==> src/rtl/pcm_map.vh <==
// Register map, field layout, reset values and timing counts of the PLL clock module
`ifndef PCM_MAP_VH
`define PCM_MAP_VH

// ------------------------------------------------------------
// Register indices (byte address is four times the index)
// ------------------------------------------------------------
`define PCM_IDX_CLOCK_OUT_PIN_STATUS 16'h7010
`define PCM_IDX_PLL_STATUS 16'h7011
`define PCM_IDX_FAST_PERIPH_PRESCALER 16'h701a
`define PCM_IDX_SLOW_PERIPH_PRESCALER 16'h701b
`define PCM_IDX_PERIPH_CLOCK_GATE_0 16'h701c
`define PCM_IDX_PERIPH_CLOCK_GATE_1 16'h701d
`define PCM_IDX_LOW_POWER_MODE_CONTROL 16'h701e
`define PCM_IDX_PLL_RATIO_CONTROL 16'h7021
`define PCM_IDX_SYSTEM_CONTROL_STATUS 16'h7022
`define PCM_IDX_WATCHDOG_COUNTER 16'h7023
`define PCM_IDX_WATCHDOG_KEY 16'h7025
`define PCM_IDX_WATCHDOG_CONTROL 16'h7029

// ------------------------------------------------------------
// Decoded register slots
// ------------------------------------------------------------
`define PCM_SLOT_NONE 4'h0
`define PCM_SLOT_FIRST_GEN 4'h1
`define PCM_SLOT_LAST_GEN 4'h9
`define PCM_SLOT_WD_COUNTER 4'ha
`define PCM_SLOT_PLL_STATUS 4'hb
`define PCM_SLOT_PLL_RATIO 4'hc

// ------------------------------------------------------------
// Fields
// ------------------------------------------------------------
`define PCM_RATIO_MULT_LSB 0
`define PCM_RATIO_MULT_MSB 3
`define PCM_STS_LOCK_BIT 0
`define PCM_STS_DIVSEL_BIT 1
`define PCM_STS_BUSY_BIT 2
`define PCM_MULT_BYPASS 4'h0
`define PCM_MULT_MAX 4'ha

// ------------------------------------------------------------
// Reset values
// ------------------------------------------------------------
`define PCM_RST_PLL_RATIO 16'h0000
`define PCM_RST_DIVSEL 1'b0
`define PCM_RST_GENERIC 16'h0000

// ------------------------------------------------------------
// Timing, in oscillator clock cycles
// ------------------------------------------------------------
`define PCM_LOCK_CYCLES 131072
`define PCM_LOCK_CNT_W 18

`endif

==> src/rtl/pcm_lock_timer.v <==
// PLL lock timer: counts the stabilisation time after each ratio write
`timescale 1ns/1ps
`default_nettype none
`include "pcm_map.vh"

module pcm_lock_timer #(
  parameter LOCK_CYCLES = `PCM_LOCK_CYCLES
) (
  // Clock and reset
  input wire i_clk_sys,
  input wire i_rst_n,
  // Control
  input wire i_start,
  // Status
  output reg o_locked,
  output wire o_busy
);

  reg [`PCM_LOCK_CNT_W-1:0] cnt_reg;

  assign o_busy = ~o_locked;

  // ------------------------------------------------------------
  // Countdown
  // ------------------------------------------------------------
  // A restart while counting reloads, so lock always follows the last write
  always @(posedge i_clk_sys or negedge i_rst_n) begin
    if (!i_rst_n) begin
      cnt_reg <= {`PCM_LOCK_CNT_W{1'b0}};
      o_locked <= 1'b1;
    end else if (i_start) begin
      cnt_reg <= LOCK_CYCLES[`PCM_LOCK_CNT_W-1:0] - 1'b1;
      o_locked <= 1'b0;
    end else if (!o_locked) begin
      if (cnt_reg == {`PCM_LOCK_CNT_W{1'b0}}) begin
        o_locked <= 1'b1;
      end else begin
        cnt_reg <= cnt_reg - 1'b1;
      end
    end
  end

endmodule // pcm_lock_timer
`default_nettype wire

==> src/rtl/pcm_clk_select.v <==
// Clock ratio selector: bypass or multiplied path, then optional halving
`timescale 1ns/1ps
`default_nettype none
`include "pcm_map.vh"

module pcm_clk_select (
  // Clock and reset
  input wire i_clk_sys,
  input wire i_rst_n,
  // Configuration
  input wire [3:0] i_mult,
  input wire i_divsel,
  input wire i_locked,
  // Selected ratio
  output reg [3:0] o_mult,
  output reg o_div2,
  output reg o_bypass
);

  wire use_pll;

  // Bypass while the field is zero or while the PLL settles
  assign use_pll = (i_mult != `PCM_MULT_BYPASS) & i_locked;

  // ------------------------------------------------------------
  // Registered ratio
  // ------------------------------------------------------------
  always @(posedge i_clk_sys or negedge i_rst_n) begin
    if (!i_rst_n) begin
      o_mult <= `PCM_MULT_BYPASS;
      o_div2 <= 1'b1;
      o_bypass <= 1'b1;
    end else begin
      o_mult <= use_pll ? i_mult : `PCM_MULT_BYPASS;
      o_div2 <= ~i_divsel;
      o_bypass <= ~use_pll;
    end
  end

endmodule // pcm_clk_select
`default_nettype wire

==> src/rtl/pcm_clock_module.v <==
// PLL clock module: protected control registers, ratio selection and lock sequencing
`timescale 1ns/1ps
`default_nettype none
`include "pcm_map.vh"

module pcm_clock_module #(
  parameter LOCK_CYCLES = `PCM_LOCK_CYCLES
) (
  // Clock and reset
  input wire i_clk_sys,
  input wire i_rst_n,
  // Register port
  input wire [17:0] i_addr,
  input wire [15:0] i_wdata,
  input wire i_wr,
  input wire i_rd,
  output reg [15:0] o_rdata,
  // CPU protection state
  input wire i_write_protect_enable,
  // Clock ratio to the CPU
  output wire [3:0] o_cpu_input_clock_mult,
  output wire o_cpu_input_clock_div2,
  // Clock ratio of the system clock output
  output wire [3:0] o_system_clock_output_mult,
  output wire o_system_clock_output_div2,
  // Status
  output wire o_pll_bypass,
  output wire o_pll_lock_flag,
  output reg o_write_refused
);

  // ------------------------------------------------------------
  // Address decode
  // ------------------------------------------------------------
  function [3:0] slot_of;
    input [17:0] addr;
    begin
      case (addr)
        {`PCM_IDX_CLOCK_OUT_PIN_STATUS, 2'b00}: slot_of = 4'h1;
        {`PCM_IDX_FAST_PERIPH_PRESCALER, 2'b00}: slot_of = 4'h2;
        {`PCM_IDX_SLOW_PERIPH_PRESCALER, 2'b00}: slot_of = 4'h3;
        {`PCM_IDX_PERIPH_CLOCK_GATE_0, 2'b00}: slot_of = 4'h4;
        {`PCM_IDX_PERIPH_CLOCK_GATE_1, 2'b00}: slot_of = 4'h5;
        {`PCM_IDX_LOW_POWER_MODE_CONTROL, 2'b00}: slot_of = 4'h6;
        {`PCM_IDX_SYSTEM_CONTROL_STATUS, 2'b00}: slot_of = 4'h7;
        {`PCM_IDX_WATCHDOG_KEY, 2'b00}: slot_of = 4'h8;
        {`PCM_IDX_WATCHDOG_CONTROL, 2'b00}: slot_of = 4'h9;
        {`PCM_IDX_WATCHDOG_COUNTER, 2'b00}: slot_of = `PCM_SLOT_WD_COUNTER;
        {`PCM_IDX_PLL_STATUS, 2'b00}: slot_of = `PCM_SLOT_PLL_STATUS;
        {`PCM_IDX_PLL_RATIO_CONTROL, 2'b00}: slot_of = `PCM_SLOT_PLL_RATIO;
        default: slot_of = `PCM_SLOT_NONE;
      endcase
    end
  endfunction

  wire [3:0] wr_slot;
  wire [3:0] rd_slot;
  wire wr_mapped;
  wire wr_ok;

  assign wr_slot = slot_of(i_addr);
  assign rd_slot = slot_of(i_addr);
  assign wr_mapped = i_wr & (wr_slot != `PCM_SLOT_NONE);
  // Every register of this block sits in the protected bank
  assign wr_ok = wr_mapped & i_write_protect_enable;

  // ------------------------------------------------------------
  // Refused write indication
  // ------------------------------------------------------------
  always @(posedge i_clk_sys or negedge i_rst_n) begin
    if (!i_rst_n) begin
      o_write_refused <= 1'b0;
    end else begin
      o_write_refused <= wr_mapped & ~i_write_protect_enable;
    end
  end

  // ------------------------------------------------------------
  // Plain storage registers
  // ------------------------------------------------------------
  // Watchdog key and control, prescaler, gating and low-power registers are held only;
  // their functions live outside this block
  reg [15:0] gen_mem [1:9];

  genvar g;
  generate
    for (g = 1; g <= 9; g = g + 1) begin : g_gen_reg
      always @(posedge i_clk_sys or negedge i_rst_n) begin
        if (!i_rst_n) begin
          gen_mem[g] <= `PCM_RST_GENERIC;
        end else if (wr_ok && (wr_slot == g)) begin
          gen_mem[g] <= i_wdata;
        end
      end
    end
  endgenerate

  // ------------------------------------------------------------
  // PLL ratio and status registers
  // ------------------------------------------------------------
  localparam [15:0] RATIO_RST = `PCM_RST_PLL_RATIO;
  reg [3:0] ratio_mult_reg;
  reg divsel_reg;
  wire ratio_wr;
  wire lock_flag;
  wire lock_busy;

  assign ratio_wr = wr_ok & (wr_slot == `PCM_SLOT_PLL_RATIO);

  // Reserved multiplier values are stored unchecked; software keeps them out
  always @(posedge i_clk_sys or negedge i_rst_n) begin
    if (!i_rst_n) begin
      ratio_mult_reg <= RATIO_RST[`PCM_RATIO_MULT_MSB:`PCM_RATIO_MULT_LSB];
    end else if (ratio_wr) begin
      ratio_mult_reg <= i_wdata[`PCM_RATIO_MULT_MSB:`PCM_RATIO_MULT_LSB];
    end
  end

  always @(posedge i_clk_sys or negedge i_rst_n) begin
    if (!i_rst_n) begin
      divsel_reg <= `PCM_RST_DIVSEL;
    end else if (wr_ok && (wr_slot == `PCM_SLOT_PLL_STATUS)) begin
      divsel_reg <= i_wdata[`PCM_STS_DIVSEL_BIT];
    end
  end

  // ------------------------------------------------------------
  // Lock sequencing
  // ------------------------------------------------------------
  // Any accepted ratio write restarts settling, zero included
  pcm_lock_timer #(
    .LOCK_CYCLES(LOCK_CYCLES)
  ) u_lock_timer (
    .i_clk_sys(i_clk_sys),
    .i_rst_n(i_rst_n),
    .i_start(ratio_wr),
    .o_locked(lock_flag),
    .o_busy(lock_busy)
  );

  assign o_pll_lock_flag = lock_flag;

  // ------------------------------------------------------------
  // Ratio selection
  // ------------------------------------------------------------
  wire [3:0] sel_mult;
  wire sel_div2;

  pcm_clk_select u_clk_select (
    .i_clk_sys(i_clk_sys),
    .i_rst_n(i_rst_n),
    .i_mult(ratio_mult_reg),
    .i_divsel(divsel_reg),
    .i_locked(lock_flag),
    .o_mult(sel_mult),
    .o_div2(sel_div2),
    .o_bypass(o_pll_bypass)
  );

  assign o_cpu_input_clock_mult = sel_mult;
  assign o_cpu_input_clock_div2 = sel_div2;
  // The system clock output follows the CPU clock with no extra stage
  assign o_system_clock_output_mult = sel_mult;
  assign o_system_clock_output_div2 = sel_div2;

  // ------------------------------------------------------------
  // Read path
  // ------------------------------------------------------------
  reg [15:0] rd_value;

  always @* begin
    rd_value = 16'h0000;
    case (rd_slot)
      `PCM_SLOT_PLL_RATIO: begin
        rd_value[`PCM_RATIO_MULT_MSB:`PCM_RATIO_MULT_LSB] = ratio_mult_reg;
      end
      `PCM_SLOT_PLL_STATUS: begin
        rd_value[`PCM_STS_LOCK_BIT] = lock_flag;
        rd_value[`PCM_STS_DIVSEL_BIT] = divsel_reg;
        rd_value[`PCM_STS_BUSY_BIT] = lock_busy;
      end
      `PCM_SLOT_WD_COUNTER: begin
        rd_value = 16'h0000;
      end
      `PCM_SLOT_NONE: begin
        rd_value = 16'h0000;
      end
      default: begin
        rd_value = gen_mem[rd_slot];
      end
    endcase
  end

  // Read data stands only in the cycle after a read strobe, zero otherwise
  always @(posedge i_clk_sys or negedge i_rst_n) begin
    if (!i_rst_n) begin
      o_rdata <= 16'h0000;
    end else if (i_rd) begin
      o_rdata <= rd_value;
    end else begin
      o_rdata <= 16'h0000;
    end
  end

endmodule // pcm_clock_module
`default_nettype wire

==> config.mk <==
export PLATFORM = sky130hd
export DESIGN_NAME = pcm_clock_module
export DESIGN_NICKNAME = d
export VERILOG_FILES = /design/src/rtl/pcm_lock_timer.v /design/src/rtl/pcm_clk_select.v /design/src/rtl/pcm_clock_module.v
export VERILOG_INCLUDE_DIRS = /design/src /design/src/rtl
export SDC_FILE = /design/constraint.sdc
export NUM_CORES = 1
export LEC_CHECK = 0
export BUFFER_PORTS_ARGS = -buffer_cell sky130_fd_sc_hd__buf_2
export CORE_MARGIN = 4
export CORE_UTILIZATION = 42
export DETAILED_ROUTE_END_ITERATION = 7
export GPL_TIMING_DRIVEN = 0
export PLACE_DENSITY = 0.64
export REMOVE_ABC_BUFFERS = 1
export SLEW_MARGIN = 40
export SYNTH_ARGS = -nofsm -noshare
export SYNTH_HDL_FRONTEND = slang
export SYNTH_SLANG_ARGS = --single-unit
export TNS_END_PERCENT = 1
==> constraint.sdc <==
create_clock -name i_clk_sys -period 2.9 [get_ports i_clk_sys]
set_input_delay 0.29 -clock i_clk_sys [delete_from_list [all_inputs] [get_ports i_clk_sys]]
set_output_delay 0.29 -clock i_clk_sys [all_outputs]
set_load 0.05 [all_outputs]
## Word-level counts from Yosys, hierarchy flattened

Index checks and enable logic that the tools add are counted.

| word-level totals | value |
|---|---|
| register bits after elaboration | 191 |
| input bits | 39 |

| cells by class | value |
|---|---|
| add/subtract/negate cells | 1 |
| $lt $le $gt $ge | 1 |
| eq/ne operators | 26 |
| mux-type cells | 15 |
| bitwise operators | 10 |
| reduce and logical (&&, ||, !) cells | 18 |

Operators by type and width:

| kind | number |
|---|---|
| $eq A18 B17 Y1 const B | 12 |
| $bmux W16 S4 | 1 |
| $mux W18 | 3 |
| $mux W16 | 3 |
| $pmux W4 S12 | 1 |
| $eq A4 B4 Y1 const B | 5 |
| $logic_not A18 Y1 | 1 |
| $sub A18 B1 Y18 const B | 1 |
| $eq A4 B3 Y1 const B | 4 |
| $mux W12 | 1 |
| $logic_and A1 B1 Y1 | 10 |
| $pmux W3 S3 | 1 |
| $eq A4 B2 Y1 const B | 2 |
| $reduce_bool A4 Y1 | 2 |
| $and A1 B1 Y1 | 5 |
| $ge A5 B5 Y1 const B | 1 |
| $not A4 Y5 | 1 |
| $eq A4 B1 Y1 const B | 1 |
| $logic_not A4 Y1 | 1 |
| $mux W4 | 1 |
| $ne A2 B2 Y1 const B | 2 |
| $not A1 Y1 | 4 |
| $reduce_or A4 Y1 | 1 |
| $mux W1 | 3 |
| other kinds (4) | 4 |

## Longest topological paths before layout

| logic depth | value |
|---|---|
| depth in word-level cells | 8 |
| mapped depth | 11 |
| depth with buffers taken out | 9 |

## Hierarchy

Synthesis repeated with hierarchy kept, for this count alone.

| second synthesis, totals | value |
|---|---|
| cell total of the unflattened synthesis | 689 |
| area, all modules | 9288.9 sq um |

Modules (own cells, without submodules):

| module | times used | cells an instance | area each (sq um) |
|---|---|---|---|
| pcm_clock_module | 1 | 572 | 8069.0 |
| pcm_lock_timer | 1 | 105 | 1021.0 |
| pcm_clk_select | 1 | 12 | 198.9 |

## Worst setup path after synthesis

OpenSTA, ideal clock, no wires.

| timing | value |
|---|---|
| path type | in2reg |
| start | input i_addr[5] |
| end | register gen_mem[10] (netlist name) |
| library setup time | 0.125 ns |
| data arrival time | 2.720 ns |
| data required time | 2.775 ns |
| slack | 0.055 ns |
| cell stages on the path | 8 |
| buffers on the path | 2 |
| cell sequence | buf_2 or4b_1 a32oi_1 nand3_2 or4_1 nor2_2 buf_4 mux2_2 |

| between the ends | value |
|---|---|
| cells in the longest elaborated chain, start to end | 6 |
| elaborated cells on any way between the ends | 18 |
| classes of those cells | eq/ne (13); mux (1); bitwise (2); reduce/logical (2) |

Ends and longest elaborated chain:

| what | RTL line | RTL |
|---|---|---|
| from (decl) | pcm_clock_module.v:13 | `input wire [17:0] i_addr,` |
| $eq A18 B17 Y1 | pcm_clock_module.v:38 | `case (addr)` |
| $pmux W4 S12 * | pcm_clock_module.v:38 |  |
| $reduce_bool A4 Y1 (no line) | -- |  |
| $and A1 B1 Y1 | pcm_clock_module.v:63 | `` assign wr_mapped = i_wr & (wr_slot != `PCM_SLOT_NONE); `` |
| $and A1 B1 Y1 | pcm_clock_module.v:65 | `assign wr_ok = wr_mapped & i_write_protect_enable;` |
| $logic_and A1 B1 Y1 * | pcm_clock_module.v:91 | `end else if (wr_ok && (wr_slot == g)) begin` |
| to (signal, indexed assignment) | pcm_clock_module.v:90 | `` gen_mem[g] <= `PCM_RST_GENERIC; `` |
| to (signal, indexed assignment) | pcm_clock_module.v:92 | `gen_mem[g] <= i_wdata;` |
| to (decl) | pcm_clock_module.v:83 | `reg [15:0] gen_mem [1:9];` |

Every way passes the cells marked *; elsewhere a longest branch is shown, timed or not.
A chain may end at the register's enable or synchronous reset.

## Final worst setup path

| timing | value |
|---|---|
| start | input i_addr[3] |
| end | register gen_mem[21] (netlist name) |

Same word-level chain as after synthesis.

==> run metrics <==
status complete, but fails checks; failing checks setup timing; core area 21,020 um2; CTS Sinks between 150 and 200; Yosys top cell area share a little over half; clock skew 0.01235 ns; final hold slack 0.01968 ns; total iterations of the first detailed-routing run 4; count of state elements after synthesis ~190; PwrDens 497.3 nW/um2; global-route wire length before repair between 30,000 and 40,000 um; max_cap viols 0; # fillers around 1,800; FMAX 0.3399 GHz; grt ovf 0; actual transition at the worst max-transition pin 0.8403 ns; CP endpoint kind flip-flop; Max FO, Critical Path 16; vias in the first global route ~6,000; final net count 819; Max rail drop VDD ~440 uV; clock root buffer clkbuf_16; worst path cell trace buf_2, or4b_1, a32oi_2, nand3_2, or4_1, nor2_4, mux2_2; Vias roughly 6,000; max reg flops 144; final hold viol count 0; Die Span X 154.4 um; largest net degree at the start of global routing 74; GP Congestion 0.7866; unrepaired setup endpoints after global routing yes; antenna cells 0; Clk pin slew, worst setup/hold paths about 0.07 ns; Avg Vias per Cell around 5.6; Syn Inst Count 725; design area between 10,000 and 15,000 um2; antenna-violating nets left 0; synthesized area 9004 um2; Site Rows 53; FFs w/ async S/R, synth 100.0%; Max-slew headroom 43.80%; worst-skew pair later-pin latency 0.43 ns; total die area 23,840 um2; Most used DFF post-synth dfrtp_1; Die H 154.4 um; Startpoint Class input port; EDFF count, synth 0; initial antenna violation count 2; placed insts 1,030; area of the multi-input gates 4105 um2; drt total wl 20,520 um; synth top area cells dfrtp_1, mux2_2, mux2i_1; Starting Density a little over two fifths; Clock Path Buffers 2; placed cell area 9701 um2; min Tclk post-route 2.942 ns; Reg area around 4800 um2; DP Wirelength 12,930 um; fin worst setup slack -0.04170 ns; crit-path max cell delay 0.64 ns; Synth area leader dfrtp_1; HP Class in -> reg; gr usage total 17.84%; Avg Synthesized Cell Area ~12 um2; Slew Limit Fails 0; total CTS buffers 17; non-filler cells, final about 1,100; Area Growth Syn to Fin 16.05%; CP Class in -> reg; TritonCTS clock tree yes; YS warnings 0; wire per inst 19.23 um; htree depth 4; drt initial violations 210; CP arrival 3.25 ns; final setup vio count 37; slowest CP cell or4_1; # IOs 68; sequential area share after synthesis between 50% and 60%; DRC 0; P_leak 0.004808 uW; I/O Buffers 67; Distinct cells, synth 57; final core utilization 49.71%; share of post-route cells with drive strength above 1 38.38%; critical path required time 3.21 ns; fin crit share 101.4%
final timing paths:
| kind | start | to | slack [ns] | cells after the start |
|---|---|---|---|---|
| worst max-delay path | i_addr[3] | gen_mem[21] | -0.04 | 7 |
| worst min-delay path | i_write_protect_enable | o_write_refused | 0.02 | 2 |
| worst min register to register | divsel_reg | u_clk_select.o_div2 | 0.42 | 1 |
| min in group asynchronous | i_rst_n | gen_mem[22] | 0.34 | 2 |
| worst max register to register | u_lock_timer.cnt_reg[6] | u_lock_timer.cnt_reg[12] | 0.41 | 7 |
| max in group asynchronous | i_rst_n | u_clk_select.o_bypass | 1.84 | 3 |
layout make-up:
type                    instances  area share, %
well taps                     275          3.293
inverters                       9         0.3233
multi-input cells             478          39.29
clock inverters                14          1.617
clock buffers                  18          4.203
repair buffers                 82          5.496
flip-flops and latches        191          45.78
cells by family (layout without fill, tap and decap cells):
| logic type | after synthesis | after routing | synth area share, % |
|---|---|---|---|
| compound gates | 88 | 88 | 7.393 |
| xor+xnor | 13 | 13 | 1.265 |
| fa+ha+maj | 1 | 1 | 0.1389 |
| buf+inv | 56 | 123 | 2.849 |
| flops | 191 | 191 | 53.13 |
| mux | 203 | 203 | 24.72 |
| simple gates | 173 | 173 | 10.51 |
Yosys cell counts (all sizes together) (11+ instances only):
cell and n:
clkbuf 23, a21oi 16, mux2i 48, buf 24, o21ai 11, nand2 46
and3 11, xnor2 11, dfrtp 188, nor2 35, mux2 155, nor3 11
nand3 22
metal layers:
metal	part of all wire [%]	global-route usage, %
met2	47	27.66
met5	0.11	0
met3	3.9	3.386
met1	48	25.76
met4	1.4	4.962
power by group:
part           leakage [uW]  switching, uW  internal [uW]  total (uW)
clock              0.000291           1120           1260        2370
sequential          0.00257         0.0248           2660        2660
combinational       0.00195            118           44.5         162
worst max-delay path: cells and delay by family:
family	cells	cell delay (ns)
buffers and inverters	1	0.19
and+or+nand+nor	4	2.03
AOI/OAI and AO/OA	1	0.33
muxes	1	0.40
through the flow:
step | total power (uW) | setup WS (ns) | setup TNS [ns]
after floorplan | 2743 | -2.330 | -99.85
after global placement | 2864 | -6.315 | -736.01
after detailed placement | 2876 | -1.144 | -109.70
after CTS | 5251 | -0.07214 | -1.859
after global routing | 5383 | -0.1644 | -10.37
final | 5196 | -0.04170 | -0.7204
what timing repair did:
item                                   CTS  global route
endpoints found under the hold margin   48             0
pin swaps                                3             3
resized for setup                        9             5
hold buffers                             1             0
setup buffers                            0             4
setup endpoints to repair              157           158
cells in the final DEF (no fill, tap or decap), drive strengths merged, types with 3 or more instances in the layout:
master   instances
o41ai            5
a31o             3
nor3b            6
nor2            35
a2111oi          9
nand2           46
nor3            11
a21oi           16
o32ai            9
nor2b            6
a311oi           8
clkbuf          18
mux2i           48
o21a             3
xnor2           11
nor4             7
o2111a           3
o21ai           11
inv             16
or3              4
and2             5
mux2           155
dfstp            3
nand2b           3
dfrtp          188
nand3           22
or4              3
buf             81
a22o             3
o211ai           7
and3            11
a221oi           3
nand4            4
clkinv           4
Note: power is estimated with default switching activity, not from simulation.
